`src/speech_cmd_pkg.sv`:
```
`default_nettype none
package speech_cmd_pkg;
  localparam int BYTE_W   = 8;
  localparam int CHAN_N   = 4;
  localparam int PHRASE_W = 12;
  localparam int FLAG_N   = 8;
  localparam int ADDR_W   = 5;
  localparam int DATA_W   = 32;

  // ****************************************
  // Serial opcodes
  // ****************************************
  localparam logic [7:0] OP_ROM_INFO    = 8'hb4;
  localparam logic [6:0] OP_FAULT_READ  = 7'h5c;  // Low bit is the selector
  localparam logic [7:0] OP_STATUS_SEL  = 8'hc0;
  localparam logic [7:0] OP_WIDE_PRESET = 8'hc4;
  localparam logic [7:0] OP_WIDE_PLAY   = 8'hc8;
  localparam logic [7:0] OP_FAULT_CLEAR = 8'hff;

  // ****************************************
  // Fault byte layout
  // ****************************************
  localparam int FLG_CMD   = 0;
  localparam int FLG_OPEN  = 1;
  localparam int FLG_TEMP  = 2;
  localparam int FLG_SHORT = 3;
  localparam int FLG_FLASH = 4;
  localparam int FLG_WDT   = 5;
  localparam int FLG_RSTC  = 6;
  localparam int FLG_OSC   = 7;

  // ****************************************
  // Argument byte fields
  // ****************************************
  localparam int ARG_TOP    = 7;
  localparam int ARG_PORT   = 6;
  localparam int ARG_CH_LSB = 4;
  localparam logic [1:0] SRC_PLAYING = 2'h0;
  localparam logic [1:0] SRC_ACCEPT  = 2'h1;
  localparam logic [1:0] WDT_NONE    = 2'h0;
  localparam logic [1:0] WDT_ONCE    = 2'h1;
  localparam logic [1:0] WDT_TWICE   = 2'h2;

  // ****************************************
  // Register map (byte addresses)
  // ****************************************
  localparam logic [ADDR_W-1:0] REG_CTRL    = 5'h00;
  localparam logic [ADDR_W-1:0] REG_FAULT   = 5'h04;
  localparam logic [ADDR_W-1:0] REG_STATUS  = 5'h08;
  localparam logic [ADDR_W-1:0] REG_PHRASE0 = 5'h10;
  localparam int CTRL_ROM_LSB  = 8;
  localparam int STAT_PLAY_LSB = 4;
  localparam int STAT_SELA_LSB = 8;
  localparam int STAT_SELB_LSB = 16;
  localparam logic [7:0] FAULT_EN_RST = 8'hff;
  localparam logic [7:0] ROM_INFO_RST = 8'h00;

  typedef enum logic [1:0] {
    ST_OPCODE   = 2'b00,
    ST_ARG1     = 2'b01,
    ST_ARG2     = 2'b10,
    ST_READBACK = 2'b11
  } dec_state_t;

  typedef struct packed {
    logic [1:0] source;
    logic [3:0] mask;
  } status_sel_t;

  localparam status_sel_t SEL_A_RST = '{source: SRC_ACCEPT, mask: 4'h1};
  localparam status_sel_t SEL_B_RST = '{source: SRC_PLAYING, mask: 4'h1};

  typedef struct packed {
    logic                valid;
    logic [1:0]          chan;
    logic [PHRASE_W-1:0] phrase;
  } phrase_evt_t;

  typedef struct packed {
    logic [CHAN_N-1:0] processing;
    logic [CHAN_N-1:0] waiting;
    logic [CHAN_N-1:0] sounding;
  } chan_state_t;

  typedef struct packed {
    logic oscStop;
    logic flashErr;
    logic spkShort;
    logic overTemp;
    logic spkOpen;
    logic wdtOverflow;
    logic rstCntOverflow;
  } fault_in_t;

  typedef struct packed {
    logic [1:0]                       csbSync;
    logic [1:0]                       sclkSync;
    logic [1:0]                       siSync;
    logic                             sclkPrev;
    dec_state_t                       dec;
    logic [2:0]                       bitCnt;
    logic [6:0]                       rxShift;
    logic [7:0]                       cmd;
    logic [5:0]                       hold;
    logic [7:0]                       txShift;
    logic                             serialOut;
    status_sel_t                      selA;
    status_sel_t                      selB;
    logic                             statusA;
    logic                             statusB;
    logic [CHAN_N-1:0]                accN;
    logic [CHAN_N-1:0]                playN;
    logic [FLAG_N-1:0]                flags;
    logic [FLAG_N-1:0]                faultEn;
    logic [7:0]                       romInfo;
    logic [1:0]                       wdtCnt;
    logic [CHAN_N-1:0][PHRASE_W-1:0]  phrase;
    phrase_evt_t                      preset;
    phrase_evt_t                      play;
    logic                             waitReq;
    logic [DATA_W-1:0]                rdData;
  } dec_regs_t;
endpackage
`default_nettype wire

```
`src/status_fault_phrase_cmd_decoder.sv`:
```
// Overview of operation
// - ROM-information read returns the 8-bit info value MSB first in the next byte.
// - Info read, fault read and status select work regardless of channel state.
// - Fault read opcode has a selector bit; eight flags follow in the next byte.
// - Fault byte: osc, reset counter, watchdog, flash, short, temp, open, command.
// - Malformed or illegal command sequences set the command-error flag.
// - Speaker-open detector sets the speaker-open flag.
// - Over-temperature sensor sets the over-temperature flag.
// - Speaker short detector sets the speaker-short flag.
// - Flash access error sets the flash-error flag.
// - First watchdog overflow sets the watchdog flag.
// - Second watchdog overflow or reset-counter overflow sets the reset-counter flag.
// - Oscillator stop sets the oscillator-stop flag.
// - Status select is two bytes; bit 7 zero, bit 6 picks pin A or B.
// - Each status pin keeps its own selection.
// - Reset: pin A shows channel 0 accept, pin B channel 0 playing.
// - Source 00 playing, 01 accept, 1x combined fault.
// - Channel mask applies to playing and accept; several channels allowed.
// - Wide preset: opcode, 00+channel+phrase high nibble, phrase low byte; stores phrase.
// - Preset alone never starts playback.
// - Channel index 0..3 maps to channels 0..3.
// - Wide play uses the same layout and starts the phrase directly.
// - Accept signal low while processing or waiting to play, else high.
// - Playing signal low while processing or sounding, else high.
// - Fault clear resets flags; flags of faults still present stay set.
`timescale 1ns/1ps
`default_nettype none
module status_fault_phrase_cmd_decoder (
  input  wire  logic                             core_clk,
  input  wire  logic                             rst_n,
  input  wire  logic                             csbN,
  input  wire  logic                             sclk,
  input  wire  logic                             si,
  output logic                                   so,
  output logic                                   statusOutA,
  output logic                                   statusOutB,
  input  wire  speech_cmd_pkg::chan_state_t      chanState,
  input  wire  speech_cmd_pkg::fault_in_t        faultIn,
  output logic [speech_cmd_pkg::CHAN_N-1:0]      cmdAcceptN,
  output logic [speech_cmd_pkg::CHAN_N-1:0]      playingN,
  output speech_cmd_pkg::phrase_evt_t            presetEvt,
  output speech_cmd_pkg::phrase_evt_t            playEvt,
  input  wire  logic [speech_cmd_pkg::ADDR_W-1:0] avs_address,
  input  wire  logic                             avs_read,
  input  wire  logic                             avs_write,
  input  wire  logic [speech_cmd_pkg::DATA_W-1:0] avs_writedata,
  output logic [speech_cmd_pkg::DATA_W-1:0]      avs_readdata,
  output logic                                   avs_waitrequest
);
  import speech_cmd_pkg::*;

  dec_regs_t st;
  dec_regs_t next_st;

  function automatic logic pinValue(status_sel_t s, logic [CHAN_N-1:0] accN, logic [CHAN_N-1:0] playN,
                                    logic fault);
    logic v;
    v = fault;
    if (s.source == SRC_PLAYING) begin
      v = &(playN | ~s.mask);
    end else if (s.source == SRC_ACCEPT) begin
      v = &(accN | ~s.mask);
    end
    return v;
  endfunction

  function automatic logic isReg(logic [ADDR_W-1:0] a, logic [ADDR_W-1:0] r);
    return a[ADDR_W-1:2] == r[ADDR_W-1:2];
  endfunction

  // ****************************************
  // Next-state logic
  // ****************************************
  logic              sclkRise;
  logic              sclkFall;
  logic              byteDone;
  logic [7:0]        rxByte;
  logic [FLAG_N-1:0] setFlags;
  logic [FLAG_N-1:0] clrMask;
  logic              cmdErr;
  logic              busDo;
  logic [1:0]        chanIdx;

  always_comb begin
    next_st = st;
    setFlags = '0;
    clrMask = '0;
    cmdErr = 1'b0;
    chanIdx = st.hold[ARG_CH_LSB +: 2];
    // Pin inputs pass two flops; only the second is read
    next_st.csbSync = {st.csbSync[0], csbN};
    next_st.sclkSync = {st.sclkSync[0], sclk};
    next_st.siSync = {st.siSync[0], si};
    next_st.sclkPrev = st.sclkSync[1];
    sclkRise = st.sclkSync[1] & ~st.sclkPrev;
    sclkFall = ~st.sclkSync[1] & st.sclkPrev;
    rxByte = {st.rxShift, st.siSync[1]};
    byteDone = 1'b0;
    next_st.preset.valid = 1'b0;
    next_st.play.valid = 1'b0;

    if (st.csbSync[1]) begin
      // Frame end mid-command counts as malformed
      if (st.bitCnt != '0 || st.dec != ST_OPCODE) begin
        cmdErr = 1'b1;
      end
      next_st.dec = ST_OPCODE;
      next_st.bitCnt = '0;
      next_st.serialOut = 1'b0;
    end else begin
      if (sclkRise) begin
        next_st.rxShift = rxByte[6:0];
        next_st.bitCnt = st.bitCnt + 3'h1;
        byteDone = &st.bitCnt;
      end
      if (sclkFall && st.dec == ST_READBACK) begin
        next_st.serialOut = st.txShift[7];
        next_st.txShift = {st.txShift[6:0], 1'b0};
      end
    end

    if (byteDone) begin
      unique case (st.dec)
        ST_OPCODE: begin
          next_st.cmd = rxByte;
          // No channel-state gating on these opcodes
          if (rxByte == OP_ROM_INFO) begin
            next_st.txShift = st.romInfo;
            next_st.dec = ST_READBACK;
          end else if (rxByte[7:1] == OP_FAULT_READ) begin
            next_st.txShift = st.flags;
            next_st.dec = ST_READBACK;
          end else if (rxByte == OP_STATUS_SEL || rxByte == OP_WIDE_PRESET || rxByte == OP_WIDE_PLAY) begin
            next_st.dec = ST_ARG1;
          end else if (rxByte == OP_FAULT_CLEAR) begin
            clrMask = '1;
          end
        end
        ST_ARG1: begin
          next_st.dec = ST_OPCODE;
          if (rxByte[ARG_TOP] || (st.cmd != OP_STATUS_SEL && rxByte[ARG_PORT])) begin
            cmdErr = 1'b1;
          end else if (st.cmd == OP_STATUS_SEL) begin
            // Only the addressed pin changes
            if (rxByte[ARG_PORT]) begin
              next_st.selB = rxByte[5:0];
            end else begin
              next_st.selA = rxByte[5:0];
            end
          end else begin
            next_st.hold = rxByte[5:0];
            next_st.dec = ST_ARG2;
          end
        end
        ST_ARG2: begin
          next_st.dec = ST_OPCODE;
          if (!st.accN[chanIdx]) begin
            // Host broke the accept handshake: channel not accepting
            cmdErr = 1'b1;
          end else begin
            next_st.phrase[chanIdx] = {st.hold[3:0], rxByte};
            if (st.cmd == OP_WIDE_PLAY) begin
              next_st.play = '{valid: 1'b1, chan: chanIdx, phrase: {st.hold[3:0], rxByte}};
            end else begin
              next_st.preset = '{valid: 1'b1, chan: chanIdx, phrase: {st.hold[3:0], rxByte}};
            end
          end
        end
        ST_READBACK: begin
          next_st.dec = ST_OPCODE;
          if (rxByte != '0) begin
            cmdErr = 1'b1;
          end
        end
      endcase
    end

    // ****************************************
    // Fault flags
    // ****************************************
    setFlags[FLG_CMD] = cmdErr;
    setFlags[FLG_OPEN] = faultIn.spkOpen;
    setFlags[FLG_TEMP] = faultIn.overTemp;
    setFlags[FLG_SHORT] = faultIn.spkShort;
    setFlags[FLG_FLASH] = faultIn.flashErr;
    setFlags[FLG_WDT] = faultIn.wdtOverflow && st.wdtCnt == WDT_NONE;
    setFlags[FLG_RSTC] = faultIn.rstCntOverflow || (faultIn.wdtOverflow && st.wdtCnt != WDT_NONE);
    setFlags[FLG_OSC] = faultIn.oscStop;
    setFlags = setFlags & st.faultEn;
    if (faultIn.wdtOverflow && st.wdtCnt != WDT_TWICE) begin
      next_st.wdtCnt = st.wdtCnt + WDT_ONCE;
    end

    // ****************************************
    // Register bus, one wait state
    // ****************************************
    busDo = (avs_read || avs_write) && !st.waitReq;
    next_st.waitReq = !((avs_read || avs_write) && st.waitReq);
    next_st.rdData = '0;
    if ((avs_read || avs_write) && st.waitReq) begin
      if (isReg(avs_address, REG_CTRL)) begin
        next_st.rdData = {16'h0, st.romInfo, st.faultEn};
      end else if (isReg(avs_address, REG_FAULT)) begin
        next_st.rdData = {24'h0, st.flags};
      end else if (isReg(avs_address, REG_STATUS)) begin
        next_st.rdData = {10'h0, st.selB, 2'h0, st.selA, st.playN, st.accN};
      end else if (avs_address[ADDR_W-1]) begin
        next_st.rdData = {20'h0, st.phrase[avs_address[3:2]]};
      end
    end
    if (busDo && avs_write) begin
      if (isReg(avs_address, REG_CTRL)) begin
        next_st.faultEn = avs_writedata[FLAG_N-1:0];
        next_st.romInfo = avs_writedata[CTRL_ROM_LSB +: 8];
      end else if (isReg(avs_address, REG_FAULT)) begin
        clrMask = clrMask | avs_writedata[FLAG_N-1:0];
      end
    end
    if (clrMask[FLG_WDT] || clrMask[FLG_RSTC]) begin
      next_st.wdtCnt = WDT_NONE;
    end
    // Set beats clear so a still-present fault survives
    next_st.flags = (st.flags & ~clrMask) | setFlags;

    // ****************************************
    // Channel status and pins
    // ****************************************
    next_st.accN = ~(chanState.processing | chanState.waiting);
    next_st.playN = ~(chanState.processing | chanState.sounding);
    next_st.statusA = pinValue(st.selA, st.accN, st.playN, |st.flags);
    next_st.statusB = pinValue(st.selB, st.accN, st.playN, |st.flags);
  end

  localparam dec_regs_t STATE_RST = '{
    csbSync: 2'h3, sclkSync: 2'h0, siSync: 2'h0, sclkPrev: 1'b0, dec: ST_OPCODE, bitCnt: 3'h0,
    rxShift: 7'h0, cmd: 8'h0, hold: 6'h0, txShift: 8'h0, serialOut: 1'b0,
    selA: SEL_A_RST, selB: SEL_B_RST, statusA: 1'b1, statusB: 1'b1,
    accN: 4'hf, playN: 4'hf, flags: 8'h0, faultEn: FAULT_EN_RST, romInfo: ROM_INFO_RST,
    wdtCnt: WDT_NONE, phrase: '0, preset: '0, play: '0, waitReq: 1'b1, rdData: '0};

  always_ff @(posedge core_clk or negedge rst_n) begin
    if (!rst_n) begin
      st <= STATE_RST;
    end else begin
      st <= next_st;
    end
  end

  assign so = st.serialOut;
  assign statusOutA = st.statusA;
  assign statusOutB = st.statusB;
  assign cmdAcceptN = st.accN;
  assign playingN = st.playN;
  assign presetEvt = st.preset;
  assign playEvt = st.play;
  assign avs_readdata = st.rdData;
  assign avs_waitrequest = st.waitReq;
endmodule  // status_fault_phrase_cmd_decoder
`default_nettype wire

```
`config.mk`:
```
export PLATFORM = sky130hd
export DESIGN_NAME = status_fault_phrase_cmd_decoder
export DESIGN_NICKNAME = d
export VERILOG_FILES = /design/src/speech_cmd_pkg.sv /design/src/status_fault_phrase_cmd_decoder.sv
export SDC_FILE = /design/constraint.sdc
export NUM_CORES = 1
export LEC_CHECK = 0
export BUFFER_PORTS_ARGS = -buffer_cell sky130_fd_sc_hd__buf_2
export CORE_MARGIN = 2
export CORE_UTILIZATION = 50
export DETAILED_ROUTE_END_ITERATION = 6
export PLACE_DENSITY = 0.72
export SETUP_SLACK_MARGIN = 0.2
export SKIP_CTS_REPAIR_TIMING = 1
export SLEW_MARGIN = 20
export SYNTH_ARGS = -nofsm -noshare
export SYNTH_HDL_FRONTEND = slang
export SYNTH_SLANG_ARGS = --single-unit
```
`constraint.sdc`:
```
create_clock -name core_clk -period 2.2 [get_ports core_clk]
set_input_delay 0.11 -clock core_clk [delete_from_list [all_inputs] [get_ports core_clk]]
set_output_delay 0.11 -clock core_clk [all_outputs]
set_load 0.02 [all_outputs]
```
==> key figures, run 1 <==
Run status
  – Outcome: completed

Worst hold path
  – Worst hold stages: 3
  – Hold Path Class: in -> reg
  – Worst Hold End: avs_readdata[3]$_DFF_PN0_
  – Hold Startpoint: avs_address[4]

Cells and area
  – Layout cells sized above 1: 0.467
  – Nets: around 880
  – Post-Layout Cell Count: 1051
  – # diodes: 0
  – Area growth from synthesis to layout: 21.5%
  – Fillers: 1316

STA
  – Final Hold Violating Endpoints: 0
  – Worst Tran Pin Value: approximately 0.67 ns
  – RSZ-0062 raised after global routing: true
  – Final setup TNS: 0 ns
  – Clock skew: between 0.01 and 0.015 ns
  – Max-slew violations: 0
  – Max-slew headroom: 0.551
  – Final setup violating endpoints: 0
  – Final period utilization: 0.950
  – Fmax: 0.478 GHz
  – Min Tclk post-route: roughly 2.1 ns

CTS
  – CTS buffer count: 17
  – CTS H-tree depth: 4
  – Clock Pin Slew Worst Setup and Hold Paths: 0.07 ns
  – CTS tree: built
  – Root Driver: clkbuf_16
  – Max clock buf depth: 2
  – Worst-skew pair later-pin latency: about 0.44 ns
  – Clk sinks: between 150 and 200

Floorplanning
  – Die Span Y: 137 um
  – # IOs: 137
  – Placement Rows: 48
  – Initial Util: 0.510
  – Die X: 137 um
  – Placeable core area: 0.0172 mm^2
  – Die area: 0.0187 mm^2

GRT
  – Largest net degree at the start of global routing: 66
  – Vias in the first global route: 5722
  – Initial antenna violation count: 0
  – First-pass GRT wire length: 30700 um
  – Gr ovfl total: 0
  – GR Util All Layers: 0.218

Pwr
  – Pleak: 0.00522 uW
  – PD cells: 764 mW/mm^2
  – Maximum VDD drop: 608 uV

Worst setup path
  – Critical path launch point type: flip-flop
  – CP Class: reg -> reg
  – Worst reg-to-reg path cell count: 6
  – CP endpoint kind: flip-flop
  – Crit-path max FO: 6
  – Flop-to-flop setup slack: 0.11 ns
  – Critical R2R Capture: presetEvt[1]$_DFFE_PN0P_
  – CP Data Arrival Time: 2.42 ns
  – R2r startpoint: chanIdx[1]$_DFFE_PN0P_
  – Req. time, crit path: 2.53 ns
  – Critical path startpoint: chanIdx[1]$_DFFE_PN0P_

Detailed routing
  – Remaining antenna violation count after routing: 0
  – DRT iter0 DRCs: 544
  – Vias post-DR: between 5000 and 6000
  – DR pass1 iterations: 5
  – Post-detailed-route DRC marker count: 0
  – Vias/cell: ~5.5
  – Wirelength, routed: 20800 um
  – DR WL/cell: 19.8 um

Placement
  – GPL Wtd Cong: slightly below 0.9
  – Detailed Place HPWL: between 10000 and 15000 um
  – IO Port Bufs: 108
  – Dpl cells: between 900 and 1000

Synthesis
  – Synth warn: 0
  – Count of different cell masters after synthesis: 51
  – Synthesized area: 0.00879 mm^2
  – FFs w/ async S/R, synth: 1.00
  – Post-synth EDFFs: 0
  – Most frequent cell after synthesis: dfrtp_1
  – Share of the synthesized area in the top cell type: 0.475
  – Synth top area cells: dfrtp_1 (48%), mux2_2 (16%), dfstp_2 (7.2%)
  – Post-synth top flop: dfrtp_1
  – Flops & latches, synth: 191
  – Synth Instances: 695
  – Post-synthesis sequential area ratio: 0.547
  – Commonest cells post-synth: dfrtp_1 (167), mux2_2 (127), buf_4 (71), nor2_1 (43), nand2_1 (31)
  – Syn_area_per_cell: around 13 um^2
  – Synth area leader: dfrtp_1

Run
  – MaxCap Viol Count: 0
## logic make-up (layout without fill, tap and decap cells)
kind of cell	Yosys count	in the layout	synth area share
compound gates	76	76	0.0571
xor+xnor	2	2	0.00199
fa+ha+maj	5	5	0.00712
buf+inv	126	248	0.0902
flops	191	191	0.547
mux	153	153	0.214
other cells	1	10	0.000427
simple gates	141	141	0.0816
## where the power goes
group          switching (uW)  internal, uW
registers                 202          3770
logic                     705           462
clock network            1420          1600
total                    2330          5820
## flip-flops by register name (all words and copies together), names as in the netlist
signal,count
st,113
statusOutB,1
rxByte,8
next_st,4
chanIdx,2
playEvt,15
presetEvt,15
so,1
statusOutA,1
avs_readdata,22
playingN,4
cmdAcceptN,4
avs_waitrequest,1
## critical path: stages (launching register included)
cell      delay, ns
dfrtp_1        0.46
mux2_2         0.40
nand3_1        0.23
a21o_1         0.24
nand2b_4       0.19
buf_12         0.12
mux2_2         0.33
## layer usage
| metal | vias to the layer above | part of all wire | GRT usage |
|---|---|---|---|
| li1 | 2592 | - | - |
| met1 | 2968 | 0.42 | 0.286 |
| met2 | 217 | 0.50 | 0.358 |
| met3 | 29 | 0.060 | 0.0396 |
| met4 | 0 | 0.022 | 0.0914 |
| met5 | - | 0 | 0 |
## area by class of cell
| type | count | area (um^2) | share of cell area |
|---|---|---|---|
| clock buffer | 17 | 425 | 0.0398 |
| clock inverter | 15 | 148 | 0.0138 |
| inverter | 20 | 75.1 | 0.00703 |
| multi-input combinational | 387 | 3500 | 0.328 |
| sequential | 191 | 4810 | 0.450 |
| tap | 225 | 282 | 0.0264 |
| timing repair buffer | 196 | 1440 | 0.135 |
## per-stage QoR
step,instance area [um^2],setup slack (ns),hold WS [ns],total power [uW],util
after global placement,9230,0.160,0.136,5030,0.536
after CTS,9810,0.0859,-0.327,8090,0.569
final,10700,0.109,0.179,8150,0.619
after detailed placement,9230,0.100,0.145,5080,0.536
after floorplan,8820,0.189,-0.186,4610,-
after global routing,10700,0.0472,0.191,8490,0.619
## cell usage in the layout, fill, tap and decap left out, drive strengths merged, types with 17 or more instances in the layout
master and n:
dlygate4sd3 43, a21oi 19, nor2 44, dfstp 24
mux2 136, dfrtp 167, buf 153, inv 29
o21ai 17, nand2 31, clkbuf 17
## worst max-delay path by stage
stage / cells after the start / end
finish: 6 / presetEvt[1]$_DFFE_PN0P_
floorplan: 8 / playEvt[10]$_DFFE_PN0P_
global route: 6 / presetEvt[1]$_DFFE_PN0P_
global placement: 7 / presetEvt[0]$_DFFE_PN0P_
detailed placement: 7 / presetEvt[4]$_DFFE_PN0P_
CTS: 7 / presetEvt[1]$_DFFE_PN0P_
No activity file was read; power rests on OpenSTA's default activity.
==> inputs of run 2 (changes only) <==
--- a/config.mk
+++ b/config.mk
@@ -6,9 +6,11 @@
 export NUM_CORES = 1
 export LEC_CHECK = 0
 export BUFFER_PORTS_ARGS = -buffer_cell sky130_fd_sc_hd__buf_2
+export CORE_ASPECT_RATIO = 2
 export CORE_MARGIN = 2
 export CORE_UTILIZATION = 50
 export DETAILED_ROUTE_END_ITERATION = 6
+export GPL_TIMING_DRIVEN = 0
 export PLACE_DENSITY = 0.72
 export SETUP_SLACK_MARGIN = 0.2
 export SKIP_CTS_REPAIR_TIMING = 1
==> key figures, run 2 (synthesized netlist as in run 1, its figures left out) <==
GRT
  – Gr ovfl total: 0 (unchanged)
  – Initial antenna violation count: 0 (unchanged)
  – Largest net degree at the start of global routing: 101 (was 66)
  – GR Util All Layers: 0.222 (was 0.218)
  – Vias in the first global route: 5940 (was 5722)
  – First-pass GRT wire length: 31700 um (was 30700 um)

Worst setup path
  – Crit path max-delay cell type: dfrtp_1 (unchanged)
  – CP endpoint kind: flip-flop (unchanged)
  – Req. time, crit path: 2.56 ns (was 2.53 ns)
  – CP Class: reg -> reg (unchanged)
  – Worst path cell trace: ha_2, ha_4, and4bb_4, buf_4, nand2_4, a2111oi_4, buf_6, buf_4, nand3b_1 (was mux2_2, nand3_1, a21o_1, nand2b_4, buf_12, mux2_2)
  – Critical path launch point type: flip-flop (unchanged)
  – Crit-path max FO: 9 (was 6)
  – CP Data Arrival Time: 2.51 ns (was 2.42 ns)
  – Slowest stage delay, CP: 0.39 ns (was 0.46 ns)
  – Critical path buffers and inverters: 3 (was 1)
  – CP most frequent cell: buf_4 (was mux2_2)
  – Critical path's top delay family: simple AND/OR/NAND/NOR gates (was multiplexers)

Placement
  – Detailed Place HPWL: 14700 um (was 13700 um)
  – Setup slack at placement: -0.223 ns (was 0.100 ns)
  – IO Port Bufs: 107 (was 108)
  – Area after DPL: 0.00967 mm^2 (was 0.00923 mm^2)
  – GPL Wtd Cong: 0.937 (was 0.895)

STA
  – Final setup violating endpoints: 0 (unchanged)
  – Max-slew violations: 0 (unchanged)
  – Worst Tran Pin Value: 0.693 ns (was 0.674 ns)
  – Min Tclk post-route: 2.16 ns (was 2.09 ns)
  – Final period utilization: 0.980 (was 0.950)
  – Clock skew: 0.0120 ns (was 0.0117 ns)
  – Hold slack: 0.0405 ns (was 0.179 ns)
  – Fmax: 0.464 GHz (was 0.478 GHz)
  – Final Hold Violating Endpoints: 0 (unchanged)
  – Max-slew headroom: 0.538 (was 0.551)
  – RSZ-0062 raised after global routing: true (unchanged)
  – Final Worst Setup Slack: 0.0447 ns (was 0.109 ns)
  – Final setup TNS: 0 ns (unchanged)

Detailed routing
  – Wirelength, routed: 21300 um (was 20800 um)
  – Vias/cell: 5.29 (was 5.52)
  – Post-detailed-route DRC marker count: 0 (unchanged)
  – DR WL/cell: 19.2 um (was 19.8 um)
  – DRT iter0 DRCs: 259 (was 544)
  – DR pass1 iterations: 4 (was 5)
  – Vias post-DR: 5884 (was 5806)
  – Remaining antenna violation count after routing: 0 (unchanged)

Cells and area
  – Reg area: 0.00481 mm^2 (unchanged)
  – Area growth from synthesis to layout: 25.6% (was 21.5%)
  – Commonest non-fill, non-tap cell in the layout: dfrtp_1 (unchanged)
  – Final instance area: 0.0110 mm^2 (was 0.0107 mm^2)
  – Fillers: 1298 (was 1316)
  – Biggest register: st (unchanged)
  – Most frequent cells in the layout: dfrtp_1 (167), mux2_2 (123), buf_2 (109) (was dfrtp_1 (167), buf_2 (107), mux2_2 (89))
  – Core Util, Final: 0.639 (was 0.619)
  – # diodes: 0 (unchanged)
  – Nets: 958 (was 881)
  – Max reg flops: 113 (unchanged)
  – Area of the multi-input gates: 0.00337 mm^2 (was 0.00350 mm^2)
  – Layout cells sized above 1: 0.484 (was 0.467)

Floorplanning
  – Placement Rows: 68 (was 48)
  – # IOs: 137 (unchanged)
  – Die X: 97.8 um (was 137 um)
  – Initial Util: 0.509 (was 0.510)
  – Placeable core area: 0.0173 mm^2 (was 0.0172 mm^2)
  – Die Span Y: 192 um (was 137 um)
  – Die area: 0.0187 mm^2 (about the same)

Pwr
  – Combinational power share: 0.137 (was 0.143)
  – Net Sw Frac: 0.285 (was 0.286)
  – Pleak: 0.00554 uW (was 0.00522 uW)
  – Clock Power Share: 0.379 (was 0.370)
  – Flop pwr share: 0.483 (was 0.487)
  – Sw power: 2360 uW (was 2330 uW)
  – PD cells: 751 mW/mm^2 (was 764 mW/mm^2)
  – Maximum VDD drop: 446 uV (was 608 uV)
  – Internal: 5930 uW (was 5820 uW)

Run status
  – Outcome: completed (unchanged)

CTS
  – CTS H-tree depth: 4 (unchanged)
  – CTS buffer count: 17 (unchanged)
  – Root Driver: clkbuf_16 (unchanged)
  – Clock Pin Slew Worst Setup and Hold Paths: 0.07 ns (about the same)
  – Worst-skew pair later-pin latency: 0.44 ns (about the same)
  – CTS tree: built (unchanged)
  – Clk sinks: 191 (unchanged)
  – Max clock buf depth: 2 (unchanged)

Worst hold path
  – Hold Path Class: in -> reg (unchanged)

Run
  – MaxCap Viol Count: 0 (unchanged)
## run 2: final cells by class
type                            instances  share of cell area
Multi-Input combinational cell        387               0.305
Buffer                                106              0.0694
Tap cell                              210              0.0238
Clock inverter                         14              0.0154
Inverter                               20             0.00680
Clock buffer                           18              0.0389
Timing Repair Buffer                  167               0.105
Sequential cell                       191               0.435
## run 2: per-stage QoR
stage / total power, uW / cells
2_1_floorplan: 4610 / 704
3_3_place_gp: 5070 / 1021
3_5_place_dp: 5110 / 1022
4_1_cts: 8260 / 1054
5_1_grt: 8640 / 1113
6_report: 8290 / 1113
## run 2: worst paths after layout
path	start	end	slack (ns)	cells after the start
hold / removal	avs_read	avs_waitrequest$_DFF_PN1_	0.04	3
hold reg to reg	next_st[198]$_DFF_PN0_	next_st[194]$_DFF_PN0_	0.35	0
setup reg to reg	st[189]$_DFFE_PN0P_	st[193]$_DFF_PN0_	0.04	9
max in group asynchronous	rst_n	st[122]$_DFFE_PN1P_	0.96	3
setup / recovery	st[189]$_DFFE_PN0P_	st[193]$_DFF_PN0_	0.04	9
min in group asynchronous	rst_n	next_st[196]$_DFF_PN0_	0.29	2
## run 2: power groups by stage
| stage | logic [uW] | registers, uW | clock network [uW] |
|---|---|---|---|
| 2_1_floorplan | 644 | 3960 | 0 |
| 3_5_place_dp | 1060 | 4050 | 0 |
| 5_1_grt | 1250 | 4030 | 3350 |
| 3_3_place_gp | 1030 | 4040 | 0 |
| 6_report | 1140 | 4010 | 3150 |
| 4_1_cts | 1070 | 3990 | 3210 |
## run 2: layer usage
metal	wire length (um)	vias to the layer above	track usage
li1	-	2735	-
met5	0	-	0
met3	769	52	0.0410
met4	955	0	0.121
met1	7920	2916	0.248
met2	11700	181	0.399
## run 2: tightest hold or removal path, cell delays in order
cell    delay, ns
buf_2        0.08
o21a_1       0.15
inv_1        0.11
